--- src/shared/sstm_consts.vh ---
/*
 * timing constants for the busy/data-request status timeout monitor.
 * assumes a 25 MHz core clock; included by bare name.
 */
`ifndef SSTM_CONSTS_VH
`define SSTM_CONSTS_VH

// ------------------------------------------------------------
// clock
// ------------------------------------------------------------
`define SSTM_CLK_HZ 25000000
`define SSTM_CLK_NS 40

// ------------------------------------------------------------
// limits in their own unit
// ------------------------------------------------------------
`define SSTM_RESET_LIMIT_SEC 31
`define SSTM_CMD_LIMIT_SEC 30
`define SSTM_HOST_LIMIT_NS 400

// ------------------------------------------------------------
// limits in cycles (host limit rounds down)
// ------------------------------------------------------------
`define SSTM_RESET_LIMIT_CYC (`SSTM_RESET_LIMIT_SEC * `SSTM_CLK_HZ)
`define SSTM_CMD_LIMIT_CYC (`SSTM_CMD_LIMIT_SEC * `SSTM_CLK_HZ)
`define SSTM_HOST_LIMIT_CYC (`SSTM_HOST_LIMIT_NS / `SSTM_CLK_NS)

// ------------------------------------------------------------
// status bit positions
// ------------------------------------------------------------
`define SSTM_ST_BUSY 7
`define SSTM_ST_READY 6
`define SSTM_ST_DREQ 3
`define SSTM_ST_ERR 0

// ------------------------------------------------------------
// command kinds
// ------------------------------------------------------------
`define SSTM_KIND_NODATA 2'h0
`define SSTM_KIND_PIO_IN 2'h1
`define SSTM_KIND_PIO_OUT 2'h2

`endif
--- src/rtl/sstm_deadline.v ---
/*
 * one-shot deadline counter: loads a limit on start, counts down,
 * pulses expiry once when it runs out, cleared by stop.
 * assumes start and stop are single-cycle pulses from the owner.
 */
`timescale 1ns/1ns
module sstm_deadline #(
  parameter W = 30
) (
  input wire i_clk, // core clock
  input wire i_rst, // async reset, high
  input wire i_start, // load limit and run
  input wire i_stop, // abandon count
  input wire [W-1:0] i_limit, // limit in cycles
  output reg o_running, // count in progress
  output reg o_expired // one-cycle expiry pulse
);
  reg [W-1:0] count_reg;

  always @(posedge i_clk or posedge i_rst) begin
    if (i_rst) begin
      count_reg <= {W{1'b0}};
      o_running <= 1'b0;
      o_expired <= 1'b0;
    end else begin
      o_expired <= 1'b0;
      if (i_start) begin
        count_reg <= i_limit;
        o_running <= 1'b1;
      end else if (i_stop) begin
        o_running <= 1'b0;
      end else if (o_running) begin
        if (count_reg <= {{(W-1){1'b0}}, 1'b1}) begin
          // limit reached: the reply has still not come
          o_running <= 1'b0;
          o_expired <= 1'b1;
        end else begin
          count_reg <= count_reg - {{(W-1){1'b0}}, 1'b1};
        end
      end
    end
  end
endmodule // sstm_deadline

--- src/rtl/sstm_monitor.v ---
/*
 * device-side busy/data-request sequencer with wall-clock deadlines.
 * after power-up, link reset, software reset and each command the
 * device answers before its limit; if the back end is slow, a forced
 * answer with the error bit set goes out at the deadline.
 * assumes the frame layer reports received frames as one-cycle pulses
 * and accepts one send request at a time with an ack pulse.
 */
`timescale 1ns/1ns
`include "sstm_consts.vh"
// How it works
// after power-up, ready register frame within 31 s
// after link reset, ready register frame within 31 s
// host shows busy within 400 ns after reset-set frame
// after reset-clear frame, ready frame within 31 s
// host shows busy within 400 ns of command frame
// non-data command completes within 30 s
// pio-in: data-request setup frame within 30 s
// host shows busy 400 ns after pio-in setup
// host shows busy 400 ns after data frame
// pio-out: data-request setup frame within 30 s
// host resets and retries after its timeout
// host flags timeouts; busy bit 7, request bit 3
module sstm_monitor #(
  parameter RESET_LIMIT = `SSTM_RESET_LIMIT_CYC, // power-up/reset answer limit
  parameter CMD_LIMIT = `SSTM_CMD_LIMIT_CYC, // command answer limit
  parameter MARGIN = 16 // cycles kept before the limit for the forced answer
) (
  input wire i_clk, // core clock 25 MHz
  input wire i_rst, // power-on reset, async high
  input wire i_comreset, // link reset seen, pulse
  input wire i_srst_set, // register frame with soft reset set, pulse
  input wire i_srst_clr, // register frame with soft reset cleared, pulse
  input wire i_cmd, // command register frame, pulse
  input wire [1:0] i_cmd_kind, // kind of command with i_cmd
  input wire i_data_fis, // data frame received, pulse
  input wire i_be_ready, // back end finished its work, pulse
  input wire i_send_ack, // frame layer took the send request, pulse
  output reg [7:0] o_status, // status byte of outgoing frame
  output reg o_send_reg, // send register frame, held until ack
  output reg o_send_pio, // send pio setup frame, held until ack
  output reg o_timeout // deadline forced an answer, pulse
);
  localparam ST_RESET = 3'h0;
  localparam ST_IDLE = 3'h1;
  localparam ST_SRST = 3'h2;
  localparam ST_WORK = 3'h3;
  localparam ST_SEND = 3'h4;
  localparam ST_XFER = 3'h5;

  reg [2:0] state_reg, state_next;
  reg [1:0] kind_reg, kind_next;
  reg [7:0] status_next;
  reg send_reg_next, send_pio_next, timeout_next;
  reg dl_start, dl_stop;
  reg [29:0] dl_limit;
  reg boot_reg;
  wire dl_expired;

  // ------------------------------------------------------------
  // deadline
  // ------------------------------------------------------------
  // the counter targets the limit minus a margin so the answer
  // is on the wire before the host's own clock runs out
  sstm_deadline #(.W(30)) u_deadline (
    .i_clk(i_clk),
    .i_rst(i_rst),
    .i_start(dl_start),
    .i_stop(dl_stop),
    .i_limit(dl_limit),
    .o_running(),
    .o_expired(dl_expired)
  );

  // ------------------------------------------------------------
  // sequencer
  // ------------------------------------------------------------
  always @* begin
    state_next = state_reg;
    kind_next = kind_reg;
    status_next = o_status;
    send_reg_next = o_send_reg;
    send_pio_next = o_send_pio;
    timeout_next = 1'b0;
    dl_start = 1'b0;
    dl_stop = 1'b0;
    dl_limit = RESET_LIMIT[29:0] - MARGIN[29:0];
    if (boot_reg) begin
      // first cycle after power-up reset release
      dl_start = 1'b1;
      state_next = ST_RESET;
    end else if (i_comreset) begin
      status_next = 8'h80;
      send_reg_next = 1'b0;
      send_pio_next = 1'b0;
      dl_start = 1'b1;
      state_next = ST_RESET;
    end else if (i_srst_set) begin
      // host marks busy itself; device waits for the clear frame
      status_next = 8'h80;
      send_reg_next = 1'b0;
      send_pio_next = 1'b0;
      dl_stop = 1'b1;
      state_next = ST_SRST;
    end else begin
      case (state_reg)
        ST_RESET: begin
          if (i_be_ready || dl_expired) begin

            status_next = dl_expired ? 8'h41 : 8'h40;
            timeout_next = dl_expired;
            dl_stop = 1'b1;
            send_reg_next = 1'b1;
            state_next = ST_SEND;
          end
        end
        ST_SRST: begin
          if (i_srst_clr) begin
            dl_start = 1'b1;
            state_next = ST_RESET;
          end
        end
        ST_IDLE: begin
          if (i_cmd) begin
            // busy is set by the host on sending; timing starts here
            status_next = 8'h80;
            kind_next = i_cmd_kind;
            dl_limit = CMD_LIMIT[29:0] - MARGIN[29:0];
            dl_start = 1'b1;
            state_next = ST_WORK;
          end
        end
        ST_WORK: begin
          if (i_be_ready || dl_expired) begin
            dl_stop = 1'b1;
            timeout_next = dl_expired;
            if (kind_reg == `SSTM_KIND_NODATA || dl_expired) begin
              status_next = dl_expired ? 8'h41 : 8'h40;
              send_reg_next = 1'b1;
            end else begin
              status_next = 8'h48;
              send_pio_next = 1'b1;
            end
            state_next = ST_SEND;
          end
        end
        ST_SEND: begin
          if (i_send_ack) begin
            send_reg_next = 1'b0;
            send_pio_next = 1'b0;
            state_next = o_send_pio ? ST_XFER : ST_IDLE;
          end
        end
        ST_XFER: begin
          // host shows busy again after the setup or data frame
          if (kind_reg == `SSTM_KIND_PIO_IN || i_data_fis) begin
            status_next = 8'h80;
            dl_limit = CMD_LIMIT[29:0] - MARGIN[29:0];
            dl_start = 1'b1;
            state_next = ST_WORK;
          end
        end
        default: begin
          state_next = ST_IDLE;
        end
      endcase
    end
  end

  always @(posedge i_clk or posedge i_rst) begin
    if (i_rst) begin
      state_reg <= ST_RESET;
      kind_reg <= 2'h0;
      boot_reg <= 1'b1;
      o_status <= 8'h80;
      o_send_reg <= 1'b0;
      o_send_pio <= 1'b0;
      o_timeout <= 1'b0;
    end else begin
      state_reg <= state_next;
      kind_reg <= kind_next;
      boot_reg <= 1'b0;
      o_status <= status_next;
      o_send_reg <= send_reg_next;
      o_send_pio <= send_pio_next;
      o_timeout <= timeout_next;
    end
  end
endmodule // sstm_monitor

--- config.mk ---
export PLATFORM = sky130hd
export DESIGN_NAME = sstm_monitor
export DESIGN_NICKNAME = d
export VERILOG_FILES = /design/src/rtl/sstm_deadline.v /design/src/rtl/sstm_monitor.v
export VERILOG_INCLUDE_DIRS = /design/src /design/src/shared
export SDC_FILE = /design/constraint.sdc
export NUM_CORES = 1
export LEC_CHECK = 0
export BUFFER_PORTS_ARGS = -buffer_cell sky130_fd_sc_hd__buf_2
export CAP_MARGIN = 10
export CORE_MARGIN = 1
export CORE_UTILIZATION = 65
export CTS_CLUSTER_SIZE = 16
export DETAILED_ROUTE_END_ITERATION = 10
export GPL_TIMING_DRIVEN = 1
export PLACE_DENSITY = 0.89
export SLEW_MARGIN = 20
export SYNTH_ARGS = -nofsm -noshare
export SYNTH_HDL_FRONTEND = slang
export SYNTH_SLANG_ARGS = --single-unit
--- constraint.sdc ---
create_clock -name i_clk -period 6.3 [get_ports i_clk]
set_clock_uncertainty 0.05 [all_clocks]
set_input_delay 1.26 -clock i_clk [delete_from_list [all_inputs] [get_ports i_clk]]
set_output_delay 1.26 -clock i_clk [all_outputs]
set_load 0.01 [all_outputs]
# == Yosys cells after proc, flatten, opt, wreduce, memory -nomap -nowiden ==
# Index checks and enable logic that the tools add are counted.
# classes
add_sub_neg,1
magnitude_cmp,1
n_eq_ne,20
muxes,66
n_bitwise,3
n_reduce_logical,16
# op_table
op,n
26-bit 2-to-1 mux,5
30-bit 2-to-1 mux,4
26-bit one-hot mux with 2 select lines,1
8-bit 2-to-1 mux,6
1-bit 2-to-1 mux,35
8-bit one-hot mux with 4 select lines,1
"30-bit by 1-bit <= comparator with 1-bit output, second input constant",1
"30-bit by 1-bit subtractor with 30-bit output, second input constant",1
"4-bit inequality test, second input constant",7
3-bit 2-to-1 mux,9
"5-bit inequality test, second input constant",4
3-bit one-hot mux with 5 select lines,1
5-bit AND reduction,3
6-bit AND reduction,2
"3-bit by 2-bit equality test with 1-bit output, second input constant",2
"3-bit equality test, second input constant",2
1-bit one-hot mux with 3 select lines,2
6-bit nonzero test,1
"5-bit by 1-bit inequality test with 1-bit output, second input constant",1
5-bit nonzero test,1
4-bit 2-to-1 mux,1
"2-bit inequality test, second input constant",2
4-bit nonzero test,1
"3-bit by 1-bit equality test with 1-bit output, second input constant",1
other kinds (9),13
# totals
register_bits,49

# == Longest topological paths before layout ==
# depth
depth_word,9
mapped_depth,9

# == Cells and area by module ==
# A second synthesis with hierarchy kept.
# unflattened
hier_cells,325
hier_area_um2,2791.4
# modules_own_cells
mod,n_inst,cells_each,area_each_um2,seq_area_each_um2
sstm_deadline,1,231,1955.6,800.8
sstm_monitor,1,94,835.8,327.8

# == Worst setup path after synthesis ==
# Ideal clock, no wire load.
# synth_timing
path_type,input -> register
startpoint,input i_be_ready
endpoint,register u_deadline.count_reg[28]
setup_time_ns,0.077
arrival_ns,2.736
slack_ns,3.437
cell_stages,5
path_buffers,0
cell_sequence,or2_1 -> a311oi_4 -> o2111ai_4 -> or4_1 -> a21oi_1
# synth_between
elab_chain_len,8
# synth_lines
item,line_no,text
"start, declared",sstm_monitor.v:37,"input wire i_be_ready,"
1-bit logical OR,"sstm_monitor.v:108, sstm_monitor.v:134",
1-bit 2-to-1 mux,"sstm_monitor.v:108, sstm_monitor.v:134",
1-bit 2-to-1 mux,n/a,
1-bit 2-to-1 mux,sstm_monitor.v:98,end else if (i_srst_set) begin
1-bit 2-to-1 mux,sstm_monitor.v:92,end else if (i_comreset) begin
1-bit 2-to-1 mux,sstm_monitor.v:88,if (boot_reg) begin
2-bit inequality test (no source line),n/a,
3-bit AND reduction (no source line),n/a,
"end signal, assigned",sstm_deadline.v:22,count_reg <= {W{1'b0}};
"end signal, assigned",sstm_deadline.v:28,count_reg <= i_limit;
"end signal, assigned",sstm_deadline.v:38,"count_reg <= count_reg - {{(W-1){1'b0}}, 1'b1};"
"end, declared",sstm_deadline.v:18,reg [W-1:0] count_reg;
# Every way passes these cells.
# A chain may end at the register's enable or synchronous reset.

# == Worst setup path in the final report ==
# layout_timing
startpoint,input i_comreset
endpoint,register u_deadline.count_reg[15]
# layout_between
elab_chain_len,4
# layout_lines
item,line_no,text
"start, declared",sstm_monitor.v:31,"input wire i_comreset,"
1-bit 2-to-1 mux,sstm_monitor.v:92,
1-bit 2-to-1 mux,sstm_monitor.v:88,
2-bit inequality test (no source line) or 2-bit nonzero test (tied branches),n/a,
3-bit AND reduction (no source line),n/a,
# Parallel ways exist; a longest one is shown, timed or not.

==> impl_results.md <==
* Worst path bufs/invs at 1
* Total global-route track usage at a little under a third
* Total gr overflow at 0
* Resize count post-CTS at 0
* Layout cells sized above 1 at 14.2%
* Routability congestion estimate at 0.917
* Fmax at 0.311 GHz
* Register share of total power at 52.5%
* Crit path largest cell delay at around 0.6 ns
* Post-synth EDFFs at 0
* Synth Area in XOR/XNOR at less than 1%
* Die H at ~70 µm
* Clk_lat worst skew at around 0.30 ns
* Crit Reg-Reg Startpoint: u_deadline.count_reg[7]$_DFFE_PP0P_
* Std cell rows at 23
* Initial DRC Count at between 200 and 300
* Crit-path cells: buf_2, or2_2, o31ai_1, a21o_1, nand4_1, o221a_2
* Final Cycle Share at 51.1%
* VDD IR max at 169 µV
* P&R area growth vs syn at 5.53%
* Pre-antenna DRT Iters at 5
* Largest net degree at the start of global routing at 46
* Setup TNS at 0 ns
* Die area at roughly 4700 µm²
* Startpoint Class: input port
* Async SR Flop Fraction at 100%
* DP Cell Count at 374
* Initial antenna violation count at 0
* Clock-pin slew on the worst setup and hold paths at around 0.08 ns
* # diodes at 0
* Top-level I/O count at 22
* R2R Setup Slk at approximately 3.6 ns
* Leakage Power at ~1.1 nW
* Clock buffer depth at 2
* Yosys warns at 0
* Fin. Hold Viols at 0
* Measured slew at the worst slew-check pin at between 0.9 and 1 ns
* Worst r2r dst: u_deadline.count_reg[15]$_DFFE_PP0P_
* Mapped Cells at about 320
* Hold Startpoint: o_status[3]$_DFFE_PP0P_
* WL per Instance at approximately 18 µm
* Setup violation total in the final timing report at 0
* Synth Area in Simple Gates at between 20% and 30%
* Antenna viol nets, final at 0
* Distinct cells, synth at 62
* Final Critical Period at about 3.2 ns
* Max-slew violations at 0
* Chip Width at 68.8 µm
* Switching power at 0.182 mW
* Cts hold-fix bufs at 0
* Hold Slack at roughly 0.46 ns
* Seq/Total Area, Yosys at between 30% and 40%
* Top FF cell, synth: dfrtp_1
* First-pass GRT wire length at between 10 and 15 mm
* Max-Slew Margin vs Limit at roughly two fifths
* Starting Density at 69.9%
* DR vias at 2645
* Worst path top cell family by delay: compound AO/OA/AOI/OAI gates
* Crit. Startpoint: i_comreset
* Number of global-route vias before repair at roughly 2300
* Synth Area per Inst at about 9 µm²
* H-tree depth at 2
* Core area at 4140 µm²
* Synth Area in Adders at less than 1%
* Port Buffers at 17
* Maxcap violations at 0
* HP Class: reg2reg
* DRC viols at 0
* Comb pwr share at roughly 18%
* Fin nets at roughly 340
* Clock power share at 29.7%
* Final Non-Filler Cells at between 300 and 400
* Mux contribution to synthesized area at roughly 2.5%
* Post-Syn Area at about 2900 µm²
* CP max-delay cell: a21o_1
* P_int at 0.427 mW
* RSZ-0062 raised after global routing: false
* CTS tree: done
* CP arrival at ~3.4 ns
* Crit path to: u_deadline.count_reg[15]$_DFFE_PP0P_
* DP HPWL at around 4.7 mm
* CTS sink count at 45
* Critical path type: in2reg
* Worst path depth at 6
* CTS buffer count at 5
* FF-to-FF path depth at 5
* CP Max Fanout at 21
* Root buffer cell: clkbuf_8
* Largest register FFs at 30
* Outcome: complete, no violations
* Buffer count from post-CTS setup fixing at 0
* Total routed wirelength at 6.71 mm
* Synth Area in Compound Gates at about 22%
* CP Capture Type: flop
* Via/cell ratio at around 7
* Data required, critical path at around 6.4 ns
* Largest family of logic cells by synthesized area: simple AND/OR/NAND/NOR gates
* Sw Share at between 20% and 30%
* Power density over the cells at roughly 200 nW/µm²
* Register bit count reported by yosys at 45
cell usage after synthesis (all sizes together) (2+ instances only):
master / number / area (µm²)
a211oi: 5 / 37.5
a21oi: 22 / 110
a311oi: 3 / 43.8
a31oi: 4 / 25.0
a41o: 2 / 20.0
and2: 3 / 18.8
and3: 3 / 18.8
and4: 3 / 26.3
buf: 13 / 77.6
clkbuf: 6 / 22.5
dfrtp: 43 / 1080
dfstp: 2 / 52.6
ha: 2 / 25.0
inv: 14 / 52.6
mux2: 2 / 22.5
mux2i: 5 / 50.1
nand2: 17 / 63.8
nand2b: 5 / 31.3
nand3: 13 / 65.1
nand3b: 2 / 15.0
nand4: 5 / 31.3
nand4b: 2 / 17.5
nor2: 18 / 67.6
nor2b: 3 / 18.8
nor3: 19 / 95.1
nor3b: 3 / 22.5
nor4: 9 / 92.6
nor4b: 2 / 17.5
o2111ai: 3 / 43.8
o211ai: 5 / 37.5
o21ai: 14 / 70.1
o311ai: 3 / 26.3
o31ai: 10 / 75.1
o32ai: 2 / 17.5
or2: 11 / 68.8
or3: 10 / 62.6
or4: 15 / 113
power groups by stage:
stage          clock network (mW)  logic [mW]  registers (mW)
6_report                    0.181       0.108           0.320
5_1_grt                     0.188       0.122           0.322
4_1_cts                     0.182       0.106           0.319
3_5_place_dp                    0       0.105           0.325
3_3_place_gp                    0       0.103           0.324
2_1_floorplan                   0      0.0842           0.320
per-stage QoR:
step	setup slack, ns	total power, mW	area [µm²]	util (%)
floorplan	3.44	0.404	2910	-
global placement	3.01	0.427	2960	71.5
detailed placement	2.90	0.430	2960	71.5
CTS	3.22	0.607	3050	73.6
global route	2.93	0.632	3060	73.8
finish	3.08	0.610	3060	73.8
routing by layer:
layer / track usage, % / part of all wire [%]
met3: 5.76 / 8.0
met5: 0 / 0
met2: 47.4 / 45
met4: 8.16 / 1.0
met1: 45.0 / 45
worst reg2reg max path, cell delays in order, from the launching register on:
cell and delay [ns]:
dfrtp_1 0.44, nor4_4 0.44, and4_1 0.42, nand3_1 0.56, a41o_1 0.46, o221a_2 0.26
worst min-delay path by stage:
| stage | end | slack [ns] | cells past startpoint |
|---|---|---|---|
| 2_1_floorplan | kind_reg[0]$_DFFE_PP0P_ | 0.44 | 1 |
| 5_1_grt | o_status[7]$_DFFE_PP1P_ | 0.49 | 1 |
| 4_1_cts | o_status[3]$_DFFE_PP0P_ | 0.47 | 2 |
| 6_report | o_status[3]$_DFFE_PP0P_ | 0.46 | 2 |
| 3_5_place_dp | o_status[3]$_DFFE_PP0P_ | 0.45 | 2 |
| 3_3_place_gp | o_status[3]$_DFFE_PP0P_ | 0.43 | 2 |
cell type report:
type / count / area (µm²)
fill: 306 / 1090
tap: 50 / 62.6
multi-input combinational: 248 / 1640
clock buffer: 7 / 86.3
sequential: 45 / 1130
timing repair buffer: 17 / 85.1
inverter: 14 / 52.6
cell usage in the layout (no fill, tap or decap), types with 3 or more instances in the layout:
master and n:
conb_1 5, and2_1 3, a21oi_1 21, nor3b_1 3
mux2i_1 5, nor4_1 6, clkbuf_8 6, inv_1 13
or2_2 10, nand3_1 13, o211ai_1 5, nor3_1 19
and3_1 3, o21ai_0 14, buf_2 17, a211oi_1 5
a31oi_1 4, nor2b_1 3, nand2b_1 5, nand2_1 17
nor2_1 18, and4_1 3, or3_1 10, o31ai_1 10
or4_1 15, dfrtp_1 43, nand4_1 5, o311ai_0 3
kinds of logic after synthesis:
family / Yosys count
AO/OA/AOI/OAI: 88
XOR/XNOR: 2
adder cells (fa/ha/maj): 2
buffers and inverters: 33
flip-flops: 45
multiplexers: 7
other: 1
AND/OR/NAND/NOR: 144
(Power assumes the default switching activity.)
